===== config.mk =====
export PLATFORM = sky130hd
export DESIGN_NAME = adc_seq_ctrl
export DESIGN_NICKNAME = d
export VERILOG_FILES = /design/src/pkg/adc_seq_pkg.sv /design/src/logic/adc_seq_ctrl.sv
export SDC_FILE = /design/constraint.sdc
export NUM_CORES = 1
export LEC_CHECK = 0
export BUFFER_PORTS_ARGS = -buffer_cell sky130_fd_sc_hd__buf_2
export CORE_MARGIN = 5
export CORE_UTILIZATION = 50
export CTS_CLUSTER_SIZE = 10
export DETAILED_ROUTE_END_ITERATION = 12
export PLACE_DENSITY = 0.74
export SLEW_MARGIN = 20
export SYNTH_ARGS = -nofsm -noshare
export SYNTH_HDL_FRONTEND = slang
export SYNTH_SLANG_ARGS = --single-unit

===== constraint.sdc =====
create_clock -name I_CORE_CLK -period 8 [get_ports I_CORE_CLK]
set_input_delay 1.2 -clock I_CORE_CLK [delete_from_list [all_inputs] [get_ports I_CORE_CLK]]
set_output_delay 1.2 -clock I_CORE_CLK [all_outputs]
set_load 0.005 [all_outputs]

===== src/pkg/adc_seq_pkg.sv =====
// Purpose: Shared constants for the converter sequencing control block
// Assumes: Avalon-MM word addressing, byte address = 4 * register index
// Notes:   Register indexes match the device map; one word per register
package adc_seq_pkg;
  // Register indexes (byte address is four times the index)
  localparam logic [7:0] IDX_PERIPH_FLG  = 8'h0C;
  localparam logic [7:0] IDX_RES_HIGH    = 8'h1E;
  localparam logic [7:0] IDX_CTRL_MAIN   = 8'h1F;
  localparam logic [7:0] IDX_PERIPH_ENA  = 8'h8C;
  localparam logic [7:0] IDX_ANSEL_LOW   = 8'h91;
  localparam logic [7:0] IDX_ANSEL_HIGH  = 8'h93;
  localparam logic [7:0] IDX_RES_LOW     = 8'h9E;
  localparam logic [7:0] IDX_CLK_CTRL    = 8'h9F;
  // Own registers: system control, interrupt status/mask and timer
  localparam logic [7:0] IDX_SYS_CTRL    = 8'hA0;
  localparam logic [7:0] IDX_IRQ_STATUS  = 8'hA1;
  localparam logic [7:0] IDX_IRQ_MASK    = 8'hA2;
  localparam logic [7:0] IDX_TIMER_LOW   = 8'hA3;
  localparam logic [7:0] IDX_TIMER_HIGH  = 8'hA4;

  // Reset values
  localparam logic [7:0] RST_PFLAG       = 8'h00;
  localparam logic [7:0] RST_CTRL_MAIN   = 8'h00;
  localparam logic [7:0] RST_PENA        = 8'h00;
  localparam logic [7:0] RST_ANSEL_LOW   = 8'hFF;
  localparam logic [3:0] RST_ANSEL_HIGH  = 4'hF;
  localparam logic [2:0] RST_CLK_SEL     = 3'h0;

  // Field positions
  localparam int CTRL_JUSTIFY_BIT = 7;
  localparam int CTRL_BUSY_BIT    = 1;
  localparam int CTRL_ENABLE_BIT  = 0;
  localparam int PFLAG_DONE_BIT   = 6;
  localparam int PENA_DONE_BIT    = 6;
  localparam int CLKSEL_LSB       = 4;
  localparam int SYS_GLB_BIT      = 1;
  localparam int SYS_PER_BIT      = 0;
  // Interrupt status/mask bit positions
  localparam int EV_DONE_BIT      = 0;
  localparam int EV_WAKE_BIT      = 1;
  localparam int EV_ABORT_BIT     = 2;

  // Capture/compare mode that arms the special event trigger
  localparam logic [3:0] CAPCOMP_TRIG_MODE = 4'hB;
  localparam logic [1:0] CLKSEL_RC_LOW     = 2'h3;

  // Conversion timing
  localparam int RESULT_BITS       = 10;
  localparam int CORE_CLK_MHZ      = 125;
  localparam int INSTR_CYCLE_NS    = 32;
  localparam int CORE_PERIOD_NS    = 8;
  localparam int INSTR_CYCLES      =
    (INSTR_CYCLE_NS + CORE_PERIOD_NS - 1) / CORE_PERIOD_NS;
  // Conversion spans 12 conversion-clock periods
  localparam int CONV_TAD_COUNT    = 12;
  localparam int RC_DIV_CYCLES     = 250;
  localparam logic [3:0] WAIT_DEPTH = 4'h1;

  typedef enum logic [2:0] {
    ST_OFF    = 3'b000,
    ST_IDLE   = 3'b001,
    ST_DELAY  = 3'b010,
    ST_CONV   = 3'b011,
    ST_RCOFF  = 3'b100
  } conv_state_e;
endpackage


===== src/logic/adc_seq_ctrl.sv =====
// Purpose: Sequencing control of a 10-bit SAR converter with register bus
// Assumes: Single 125 MHz clock; inputs synchronous; Avalon-MM slave
// Notes:   Analog core is external; result arrives on I_SAR_RESULT
//
// Design decision made here: the Avalon-MM register port.
module adc_seq_ctrl
  import adc_seq_pkg::*;
(
  input  wire logic        I_CORE_CLK,
  input  wire logic        I_RST_N,
  input  wire logic [9:0]  I_AVS_ADDRESS,
  input  wire logic        I_AVS_READ,
  input  wire logic        I_AVS_WRITE,
  input  wire logic [31:0] I_AVS_WRITEDATA,
  input  wire logic [3:0]  I_AVS_BYTEENABLE,
  output logic [31:0]      O_AVS_READDATA,
  output logic             O_AVS_WAITREQUEST,
  input  wire logic        I_SLEEP,
  input  wire logic [3:0]  I_CAPCOMP_MODE,
  input  wire logic        I_SPECIAL_TRIG,
  input  wire logic [9:0]  I_SAR_RESULT,
  output logic             O_CONV_ACTIVE,
  output logic [3:0]       O_CHANNEL,
  output logic             O_REF_SELECT,
  output logic [11:0]      O_ANALOG_PINS,
  output logic             O_CONV_CLK_TICK,
  output logic             O_WAKE,
  output logic             O_IRQ_VECTOR,
  output logic             O_TIMER_CLEAR,
  output logic             O_IRQ
);

  logic [7:0]  ctrl_r;
  logic [7:0]  pflg_r;
  logic [7:0]  pena_r;
  logic [7:0]  ansel_lo_r;
  logic [3:0]  ansel_hi_r;
  logic [2:0]  clk_sel_r;
  logic [1:0]  sys_r;
  logic [2:0]  ev_stat_r;
  logic [2:0]  ev_mask_r;
  logic [7:0]  res_hi_r;
  logic [7:0]  res_lo_r;
  logic [15:0] timer_r;
  logic        ack_r;
  conv_state_e state_r;
  logic [7:0]  div_cnt_r;
  logic [7:0]  div_max;
  logic [3:0]  tad_cnt_r;
  logic [3:0]  dly_cnt_r;
  logic        tick;
  logic        rc_sel;
  logic        sw_start;
  logic        trig_start;
  logic        done;
  logic        abort;
  logic        rc_off;
  logic        irq_en;
  logic        wr_hit;
  logic [7:0]  idx;
  logic [7:0]  wd;
  logic        cl_en;

  assign idx    = I_AVS_ADDRESS[9:2];
  assign wd     = I_AVS_WRITEDATA[7:0];
  assign cl_en  = I_AVS_BYTEENABLE[0];
  // One-wait-state slave: write takes effect on the ack edge
  assign wr_hit = I_AVS_WRITE & ack_r & cl_en;
  assign rc_sel = (clk_sel_r[1:0] == CLKSEL_RC_LOW);
  assign irq_en = pena_r[PENA_DONE_BIT] & sys_r[SYS_PER_BIT];

  // Conversion clock divider, terminal count is one less than the tick period in core cycles
  always_comb begin
    case (clk_sel_r)
      3'h0:    div_max = 8'h00;
      3'h1:    div_max = 8'h03;
      3'h2:    div_max = 8'h0F;
      3'h4:    div_max = 8'h01;
      3'h5:    div_max = 8'h07;
      3'h6:    div_max = 8'h1F;
      default: div_max = 8'(RC_DIV_CYCLES - 1); // RC oscillator stand-in
    endcase
  end

  // Software and trigger start requests
  assign sw_start   = wr_hit & (idx == IDX_CTRL_MAIN) & wd[CTRL_BUSY_BIT]
                      & ~ctrl_r[CTRL_BUSY_BIT];
  assign trig_start = I_SPECIAL_TRIG & (I_CAPCOMP_MODE == CAPCOMP_TRIG_MODE)
                      & ctrl_r[CTRL_ENABLE_BIT];
  assign tick  = (div_cnt_r == div_max);
  assign done  = (state_r == ST_CONV) & tick
                 & (tad_cnt_r == 4'(CONV_TAD_COUNT - 1));
  // Sleep kills a non-RC conversion; clock would stop anyway
  assign abort = I_SLEEP & ~rc_sel & (state_r != ST_OFF)
                 & (state_r != ST_RCOFF);
  assign rc_off = done & I_SLEEP & ~irq_en;

  // Bus handshake: one wait state per access
  always_ff @(posedge I_CORE_CLK or negedge I_RST_N) begin
    if (!I_RST_N) begin
      ack_r <= 1'b0;
    end else begin
      ack_r <= (I_AVS_READ | I_AVS_WRITE) & ~ack_r;
    end
  end

  // Main control register with busy bit managed by hardware
  always_ff @(posedge I_CORE_CLK or negedge I_RST_N) begin
    if (!I_RST_N) begin
      ctrl_r <= RST_CTRL_MAIN;
    end else begin
      if (wr_hit && idx == IDX_CTRL_MAIN) begin
        ctrl_r[7:2] <= wd[7:2];
        ctrl_r[CTRL_ENABLE_BIT] <= wd[CTRL_ENABLE_BIT];
      end
      // Start sets busy; done, abort or a write clearing enable clears it (clear wins over start)
      if (done || abort || (wr_hit && idx == IDX_CTRL_MAIN
          && !wd[CTRL_ENABLE_BIT])) begin
        ctrl_r[CTRL_BUSY_BIT] <= 1'b0;
      end else if ((sw_start && ctrl_r[CTRL_ENABLE_BIT]) || trig_start) begin
        ctrl_r[CTRL_BUSY_BIT] <= 1'b1;
      end
    end
  end

  // Plain configuration registers
  always_ff @(posedge I_CORE_CLK or negedge I_RST_N) begin
    if (!I_RST_N) begin
      pena_r     <= RST_PENA;
      ansel_lo_r <= RST_ANSEL_LOW;
      ansel_hi_r <= RST_ANSEL_HIGH;
      clk_sel_r  <= RST_CLK_SEL;
      sys_r      <= 2'h0;
      ev_mask_r  <= 3'h0;
    end else if (wr_hit) begin
      case (idx)
        IDX_PERIPH_ENA:  pena_r     <= wd;
        IDX_ANSEL_LOW:   ansel_lo_r <= wd;
        IDX_ANSEL_HIGH:  ansel_hi_r <= wd[3:0];
        IDX_CLK_CTRL:    clk_sel_r  <= wd[CLKSEL_LSB +: 3];
        IDX_SYS_CTRL:    sys_r      <= wd[1:0];
        IDX_IRQ_MASK:    ev_mask_r  <= wd[2:0];
        default: ;
      endcase
    end
  end

  // Peripheral flag register; hardware set beats software write
  always_ff @(posedge I_CORE_CLK or negedge I_RST_N) begin
    if (!I_RST_N) begin
      pflg_r <= RST_PFLAG;
    end else begin
      if (wr_hit && idx == IDX_PERIPH_FLG) begin
        pflg_r <= wd;
      end
      if (done) begin
        pflg_r[PFLAG_DONE_BIT] <= 1'b1;
      end
    end
  end

  // Sticky event status, write one to clear, set wins
  always_ff @(posedge I_CORE_CLK or negedge I_RST_N) begin
    if (!I_RST_N) begin
      ev_stat_r <= 3'h0;
    end else begin
      ev_stat_r <= (ev_stat_r & ~((wr_hit && idx == IDX_IRQ_STATUS) ?
                    wd[2:0] : 3'h0))
                   | {abort, done & I_SLEEP & irq_en, done};
    end
  end

  // Result registers hold across reset: no reset branch
  always_ff @(posedge I_CORE_CLK) begin
    if (done) begin
      if (ctrl_r[CTRL_JUSTIFY_BIT]) begin
        res_hi_r <= {6'h00, I_SAR_RESULT[9:8]};
        res_lo_r <= I_SAR_RESULT[7:0];
      end else begin
        res_hi_r <= I_SAR_RESULT[9:2];
        res_lo_r <= {I_SAR_RESULT[1:0], 6'h00};
      end
    end
  end

  // Companion timer, cleared by every special event trigger
  always_ff @(posedge I_CORE_CLK or negedge I_RST_N) begin
    if (!I_RST_N) begin
      timer_r       <= 16'h0000;
      O_TIMER_CLEAR <= 1'b0;
    end else begin
      O_TIMER_CLEAR <= I_SPECIAL_TRIG
                       & (I_CAPCOMP_MODE == CAPCOMP_TRIG_MODE);
      if (I_SPECIAL_TRIG && I_CAPCOMP_MODE == CAPCOMP_TRIG_MODE) begin
        timer_r <= 16'h0000;
      end else begin
        timer_r <= timer_r + 16'h0001;
      end
    end
  end

  // Conversion sequencer
  always_ff @(posedge I_CORE_CLK or negedge I_RST_N) begin
    if (!I_RST_N) begin
      state_r   <= ST_OFF;
      div_cnt_r <= 8'h00;
      tad_cnt_r <= 4'h0;
      dly_cnt_r <= 4'h0;
    end else begin
      div_cnt_r <= tick ? 8'h00 : div_cnt_r + 8'h01;
      case (state_r)
        ST_OFF: begin
          if (ctrl_r[CTRL_ENABLE_BIT] && !I_SLEEP) state_r <= ST_IDLE;
        end
        ST_IDLE: begin
          tad_cnt_r <= 4'h0;
          dly_cnt_r <= 4'h0;
          if (!ctrl_r[CTRL_ENABLE_BIT]) state_r <= ST_OFF;
          else if (abort) state_r <= ST_RCOFF;
          else if (ctrl_r[CTRL_BUSY_BIT])
            state_r <= rc_sel ? ST_DELAY : ST_CONV;
        end
        ST_DELAY: begin
          dly_cnt_r <= dly_cnt_r + 4'h1;
          if (abort) state_r <= ST_RCOFF;
          else if (dly_cnt_r == 4'(INSTR_CYCLES - 1)) begin
            state_r   <= ST_CONV;
            div_cnt_r <= 8'h00;
          end
        end
        ST_CONV: begin
          if (tick) tad_cnt_r <= tad_cnt_r + 4'h1;
          if (abort) state_r <= ST_RCOFF;
          else if (!ctrl_r[CTRL_ENABLE_BIT]) state_r <= ST_OFF;
          else if (rc_off) state_r <= ST_RCOFF;
          else if (done) state_r <= ST_IDLE;
        end
        ST_RCOFF: begin
          // Module off, enable bit still set; wakes on exit from sleep
          if (!I_SLEEP || !ctrl_r[CTRL_ENABLE_BIT]) state_r <= ST_OFF;
        end
        default: state_r <= ST_OFF;
      endcase
    end
  end

  // Registered outputs toward core and analog side
  always_ff @(posedge I_CORE_CLK or negedge I_RST_N) begin
    if (!I_RST_N) begin
      O_CONV_ACTIVE   <= 1'b0;
      O_CHANNEL       <= 4'h0;
      O_REF_SELECT    <= 1'b0;
      O_ANALOG_PINS   <= {RST_ANSEL_HIGH, RST_ANSEL_LOW};
      O_CONV_CLK_TICK <= 1'b0;
      O_WAKE          <= 1'b0;
      O_IRQ_VECTOR    <= 1'b0;
      O_IRQ           <= 1'b0;
    end else begin
      O_CONV_ACTIVE   <= (state_r == ST_CONV) & ~done & ~abort;
      O_CHANNEL       <= ctrl_r[5:2];
      O_REF_SELECT    <= ctrl_r[6];
      O_ANALOG_PINS   <= {ansel_hi_r, ansel_lo_r};
      O_CONV_CLK_TICK <= tick & (state_r == ST_CONV);
      O_WAKE          <= done & I_SLEEP & irq_en;
      O_IRQ_VECTOR    <= done & I_SLEEP & irq_en & sys_r[SYS_GLB_BIT];
      O_IRQ           <= |(ev_stat_r & ev_mask_r);
    end
  end

  // Read data and waitrequest; unmapped reads return zero
  always_ff @(posedge I_CORE_CLK or negedge I_RST_N) begin
    if (!I_RST_N) begin
      O_AVS_READDATA    <= 32'h0000_0000;
      O_AVS_WAITREQUEST <= 1'b1;
    end else begin
      O_AVS_WAITREQUEST <= ~((I_AVS_READ | I_AVS_WRITE) & ~ack_r);
      case (idx)
        IDX_PERIPH_FLG:  O_AVS_READDATA <= {24'h0, pflg_r};
        IDX_RES_HIGH:    O_AVS_READDATA <= {24'h0, res_hi_r};
        IDX_CTRL_MAIN:   O_AVS_READDATA <= {24'h0, ctrl_r};
        IDX_PERIPH_ENA:  O_AVS_READDATA <= {24'h0, pena_r};
        IDX_ANSEL_LOW:   O_AVS_READDATA <= {24'h0, ansel_lo_r};
        IDX_ANSEL_HIGH:  O_AVS_READDATA <= {28'h0, ansel_hi_r};
        IDX_RES_LOW:     O_AVS_READDATA <= {24'h0, res_lo_r};
        IDX_CLK_CTRL:    O_AVS_READDATA <= {25'h0, clk_sel_r, 4'h0};
        IDX_SYS_CTRL:    O_AVS_READDATA <= {30'h0, sys_r};
        IDX_IRQ_STATUS:  O_AVS_READDATA <= {29'h0, ev_stat_r};
        IDX_IRQ_MASK:    O_AVS_READDATA <= {29'h0, ev_mask_r};
        IDX_TIMER_LOW:   O_AVS_READDATA <= {24'h0, timer_r[7:0]};
        IDX_TIMER_HIGH:  O_AVS_READDATA <= {24'h0, timer_r[15:8]};
        default:         O_AVS_READDATA <= 32'h0000_0000;
      endcase
    end
  end

  AST_DONE_CLEARS_BUSY: assert property (@(posedge I_CORE_CLK)
    disable iff (!I_RST_N) done |=> !ctrl_r[CTRL_BUSY_BIT])
    else $error("busy bit not cleared after completion");
  AST_DONE_SETS_FLAG: assert property (@(posedge I_CORE_CLK)
    disable iff (!I_RST_N) done |=> pflg_r[PFLAG_DONE_BIT])
    else $error("done flag not set");
  AST_RC_DELAY: assert property (@(posedge I_CORE_CLK)
    disable iff (!I_RST_N)
    (state_r == ST_IDLE && ctrl_r[CTRL_BUSY_BIT] && rc_sel && !abort
     && ctrl_r[CTRL_ENABLE_BIT]) |=> (state_r == ST_DELAY)[*4])
    else $error("RC start not delayed one instruction");
  AST_SLEEP_ABORT: assert property (@(posedge I_CORE_CLK)
    disable iff (!I_RST_N)
    abort |=> (state_r == ST_RCOFF) && !ctrl_r[CTRL_BUSY_BIT])
    else $error("sleep did not abort conversion");
  AST_ENABLE_KEPT: assert property (@(posedge I_CORE_CLK)
    disable iff (!I_RST_N)
    (rc_off && !wr_hit) |=> ctrl_r[CTRL_ENABLE_BIT])
    else $error("enable bit lost on power off");
  AST_TRIG_START: assert property (@(posedge I_CORE_CLK)
    disable iff (!I_RST_N)
    (trig_start && !done && !abort && !wr_hit) |=> ctrl_r[CTRL_BUSY_BIT])
    else $error("trigger did not start conversion");
  AST_TRIG_TIMER: assert property (@(posedge I_CORE_CLK)
    disable iff (!I_RST_N)
    (I_SPECIAL_TRIG && I_CAPCOMP_MODE == CAPCOMP_TRIG_MODE)
    |=> timer_r == 16'h0000 && O_TIMER_CLEAR)
    else $error("trigger did not clear timer");
  AST_TRIG_IGNORED: assert property (@(posedge I_CORE_CLK)
    disable iff (!I_RST_N)
    (I_SPECIAL_TRIG && !ctrl_r[CTRL_ENABLE_BIT] && !wr_hit)
    |=> !ctrl_r[CTRL_BUSY_BIT])
    else $error("trigger acted while disabled");
  AST_RIGHT_JUST: assert property (@(posedge I_CORE_CLK)
    disable iff (!I_RST_N)
    (done && ctrl_r[CTRL_JUSTIFY_BIT]) |=>
    res_lo_r == $past(I_SAR_RESULT[7:0]) && res_hi_r[7:2] == 6'h00)
    else $error("right justified result wrong");
  AST_WAKE: assert property (@(posedge I_CORE_CLK)
    disable iff (!I_RST_N)
    (done && I_SLEEP && irq_en) |=> O_WAKE)
    else $error("no wake on completion in sleep");
  AST_NO_SLEEP_RUN: assert property (@(posedge I_CORE_CLK)
    disable iff (!I_RST_N)
    (I_SLEEP && !rc_sel) |=> !O_CONV_ACTIVE)
    else $error("conversion ran in sleep without RC clock");

  COV_SW_CONV: cover property (@(posedge I_CORE_CLK)
    disable iff (!I_RST_N) sw_start ##[1:400] done);
  COV_SLEEP_WAKE: cover property (@(posedge I_CORE_CLK)
    disable iff (!I_RST_N) done && I_SLEEP && irq_en);
  COV_ABORT: cover property (@(posedge I_CORE_CLK)
    disable iff (!I_RST_N) abort);
  COV_TRIG: cover property (@(posedge I_CORE_CLK)
    disable iff (!I_RST_N) trig_start);
endmodule


==> impl_metrics.toml <==
[timing]
final.setup.tns_ns = 0
final-setup-viol-count = 0
hold_viol_final = 0
holdWs_ns = 0.375
fin_crit_sh_pct = 37.8
drv_slew = 0
clock_skew_ns = 0.00723
setup_ws_ns = 4.97
rsz0062_at_grt = "no"
relSlewSlack_pct = 29.7
worst_pin_slew_ns = 1.05
max_freq_mhz = 331
min_period_ns = 3.03

[pwr]
netSwitchingFraction_pct = 27.4
p_per_area_mw_per_mm2 = 248
power.share.combinational_pct = 11.4
p_seq_share_pct = 45.8
p_int_uw = 1280
p_sw_uw = 486
power.clock.fraction_pct = 42.8
peakVddDrop_mv = 0.161
total_leakage_power_uw = 0.00333

[floorplanning]
die_h_microns = 121
die_area_sq_mm = 0.0146
ios = 122
die_x_microns = 121
start_util_pct = 51.2
core_sq_mm = 0.0120
rows = 40

[place]
globalplace.congestion = 0.916
pre_cts_ws_ns = 4.68
place_area_sq_mm = 0.00655
dp_hpwl_microns = 10000
port_buffers = 68

[clock_network]
cts_tree = "yes"
cts_max_level = 4
cts.sinks = 131
numCtsBuffers = 17
cts_setup_buffers = 0
cts_buffer_depth = 2
insertion_delay_ns = 0.42
path_clk_slew_ns = 0.06
cts_resized = 0
cts_root_buf = "clkbuf_16"
cts_hold_buf = 0

[yosys]
synth_edf_count = 16
ys_seq_area_share_pct = 55.1
synthCells = 537
synth_seq_cells = 131
post_synth.cell_area_avg_sq_um = 11.4
synth_area_sq_mm = 0.00615
ys_warn_count = 0
async_flop_share_pct = 87.8
synth_ff_type = "dfrtp_1"
synth_cell_types = 58

[setup_path]
setup.worst_path.start_class = "flop"
end_kind = "flop"
critical_path_required_ns = 8.06
critical_path_class = "reg -> reg"
path_max_fanout = 24
arrival_ns = 3.09

[routing]
drc = 0
drtIter0Drc = 389
wl_per_cell_microns = 18.9
totalWireLength_microns = 14500
vias = 4480
firstDrtPassIters = 5
viasPerCell = 5.85
postRouteAntennaNets = 0

[global_routing]
grt.overflow.total = 0
grt_pass1_vias = 4413
track_usage_pct = 20.6
antenna_found_initial = 0
grt_max_degree = 64
grt_pass1_wl_microns = 23300

[worst_hold_path]
hp-class = "reg -> reg"

[finish]
largest_reg_flops = 16
fin_nets = 679
fin_area_sq_mm = 0.00713
syn_to_final_growth_pct = 16.0
top_register = "timer_r"
final_cell_mix = "dfrtp_1 (90), buf_2 (67), mux2_2 (45)"
nFillCells = 995
final_common_cell = "dfrtp_1"
reg_top3 = "timer_r x16, O_ANALOG_PINS x12"
insertedDiodeCount = 0
final_util_pct = 59.4
drive_gt1_share_pct = 29.9

[status]
status = "finished clean"

[job]
maxCapViolations = 0
critical path, stage by stage (launching register included):
cell	delay, ns
dfrtp_1	0.44
ha_1	0.37
or4_1	0.57
a21oi_1	0.15
nand2_1	0.15
or4_4	0.59
inv_2	0.39
power by group through the flow:
stage / Combinational, uW / Clock [uW] / Sequential, uW
after floorplan: 153 / 0 / 799
after global placement: 190 / 0 / 816
after detailed placement: 200 / 0 / 820
after CTS: 204 / 767 / 809
after global routing: 232 / 797 / 820
final: 202 / 757 / 810
Yosys cell counts (2+ instances only):
library cell  count  area share (%)
nand2_1          33             2.0
nor3_1            8            0.65
o21ai_0          22             1.8
a21oi_1          11            0.90
dfrtp_1          90              37
and2_1            7            0.71
buf_4            24             2.9
a32oi_1           4            0.57
mux2i_1           5            0.81
xnor2_1           8             1.1
xor2_1           15             2.1
dfstp_2          25              11
a222oi_1          8             1.3
clkbuf_1         21             1.3
a22oi_1           9             1.1
and3_1           15             1.5
a21o_1            4            0.49
nor3b_1           3            0.37
nand4_1           9            0.92
or2_2             2            0.20
nor2b_1          17             1.7
edfxtp_1         16             7.8
a31oi_1           2            0.20
inv_1            14            0.85
nor4b_1           2            0.28
mux2_2           45             8.2
nand2b_1          3            0.31
nor2_1           42             2.6
a221o_1           6            0.98
nand3_1          22             1.8
nor4_1            3            0.31
ha_1              7             1.4
a32o_1            4            0.65
nand4b_1          2            0.28
nor4bb_1          5            0.81
a2111oi_0         2            0.28
kinds of logic after synthesis:
| kind of cell | share of synthesized area, % |
|---|---|
| and+or+nand+nor | 15.5 |
| DFF | 55.1 |
| AOI/OAI and AO/OA | 9.97 |
| buffers and inverters | 5.19 |
| muxes | 9.42 |
| xor gates and xnor gates | 3.28 |
| adders and majority gates | 1.42 |
| other | 0.0610 |
per-stage QoR:
step	total power, uW	cells
after CTS	1780	766
final	1770	766
after floorplan	953	560
after global routing	1850	766
after global placement	1010	734
after detailed placement	1020	734
per-layer routing:
layer	vias to the layer above	track usage [%]	share of wire [%]
met4	0	8.50	2.4
met5	-	0	0
met3	29	6.20	8.4
met1	2221	27.1	42
met2	188	31.9	47
li1	2042	-	-
final timing paths:
check | startpoint | to | slack [ns] | depth (start not counted)
setup / recovery | clk_sel_r[1] | res_hi_r[7] | 4.97 | 6
hold / removal | ansel_hi_r[0] | O_ANALOG_PINS[8] | 0.37 | 0
setup reg to reg | clk_sel_r[1] | res_hi_r[7] | 4.97 | 6
hold reg to reg | ansel_hi_r[0] | O_ANALOG_PINS[8] | 0.37 | 0
max in group asynchronous | I_RST_N | pflg_r[7] | 5.93 | 2
min in group asynchronous | I_RST_N | div_cnt_r[6] | 0.81 | 1
cell type report:
type	instances	area (sq um)	share of cell area (%)
clock buffer	19	464	6.51
timing repair buffer	73	380	5.33
tap	147	184	2.58
clock inverter	13	121	1.70
multi-input combinational	368	2540	35.6
inverter	15	56.3	0.789
sequential	131	3390	47.5
Power figures use the tool's default switching activity.
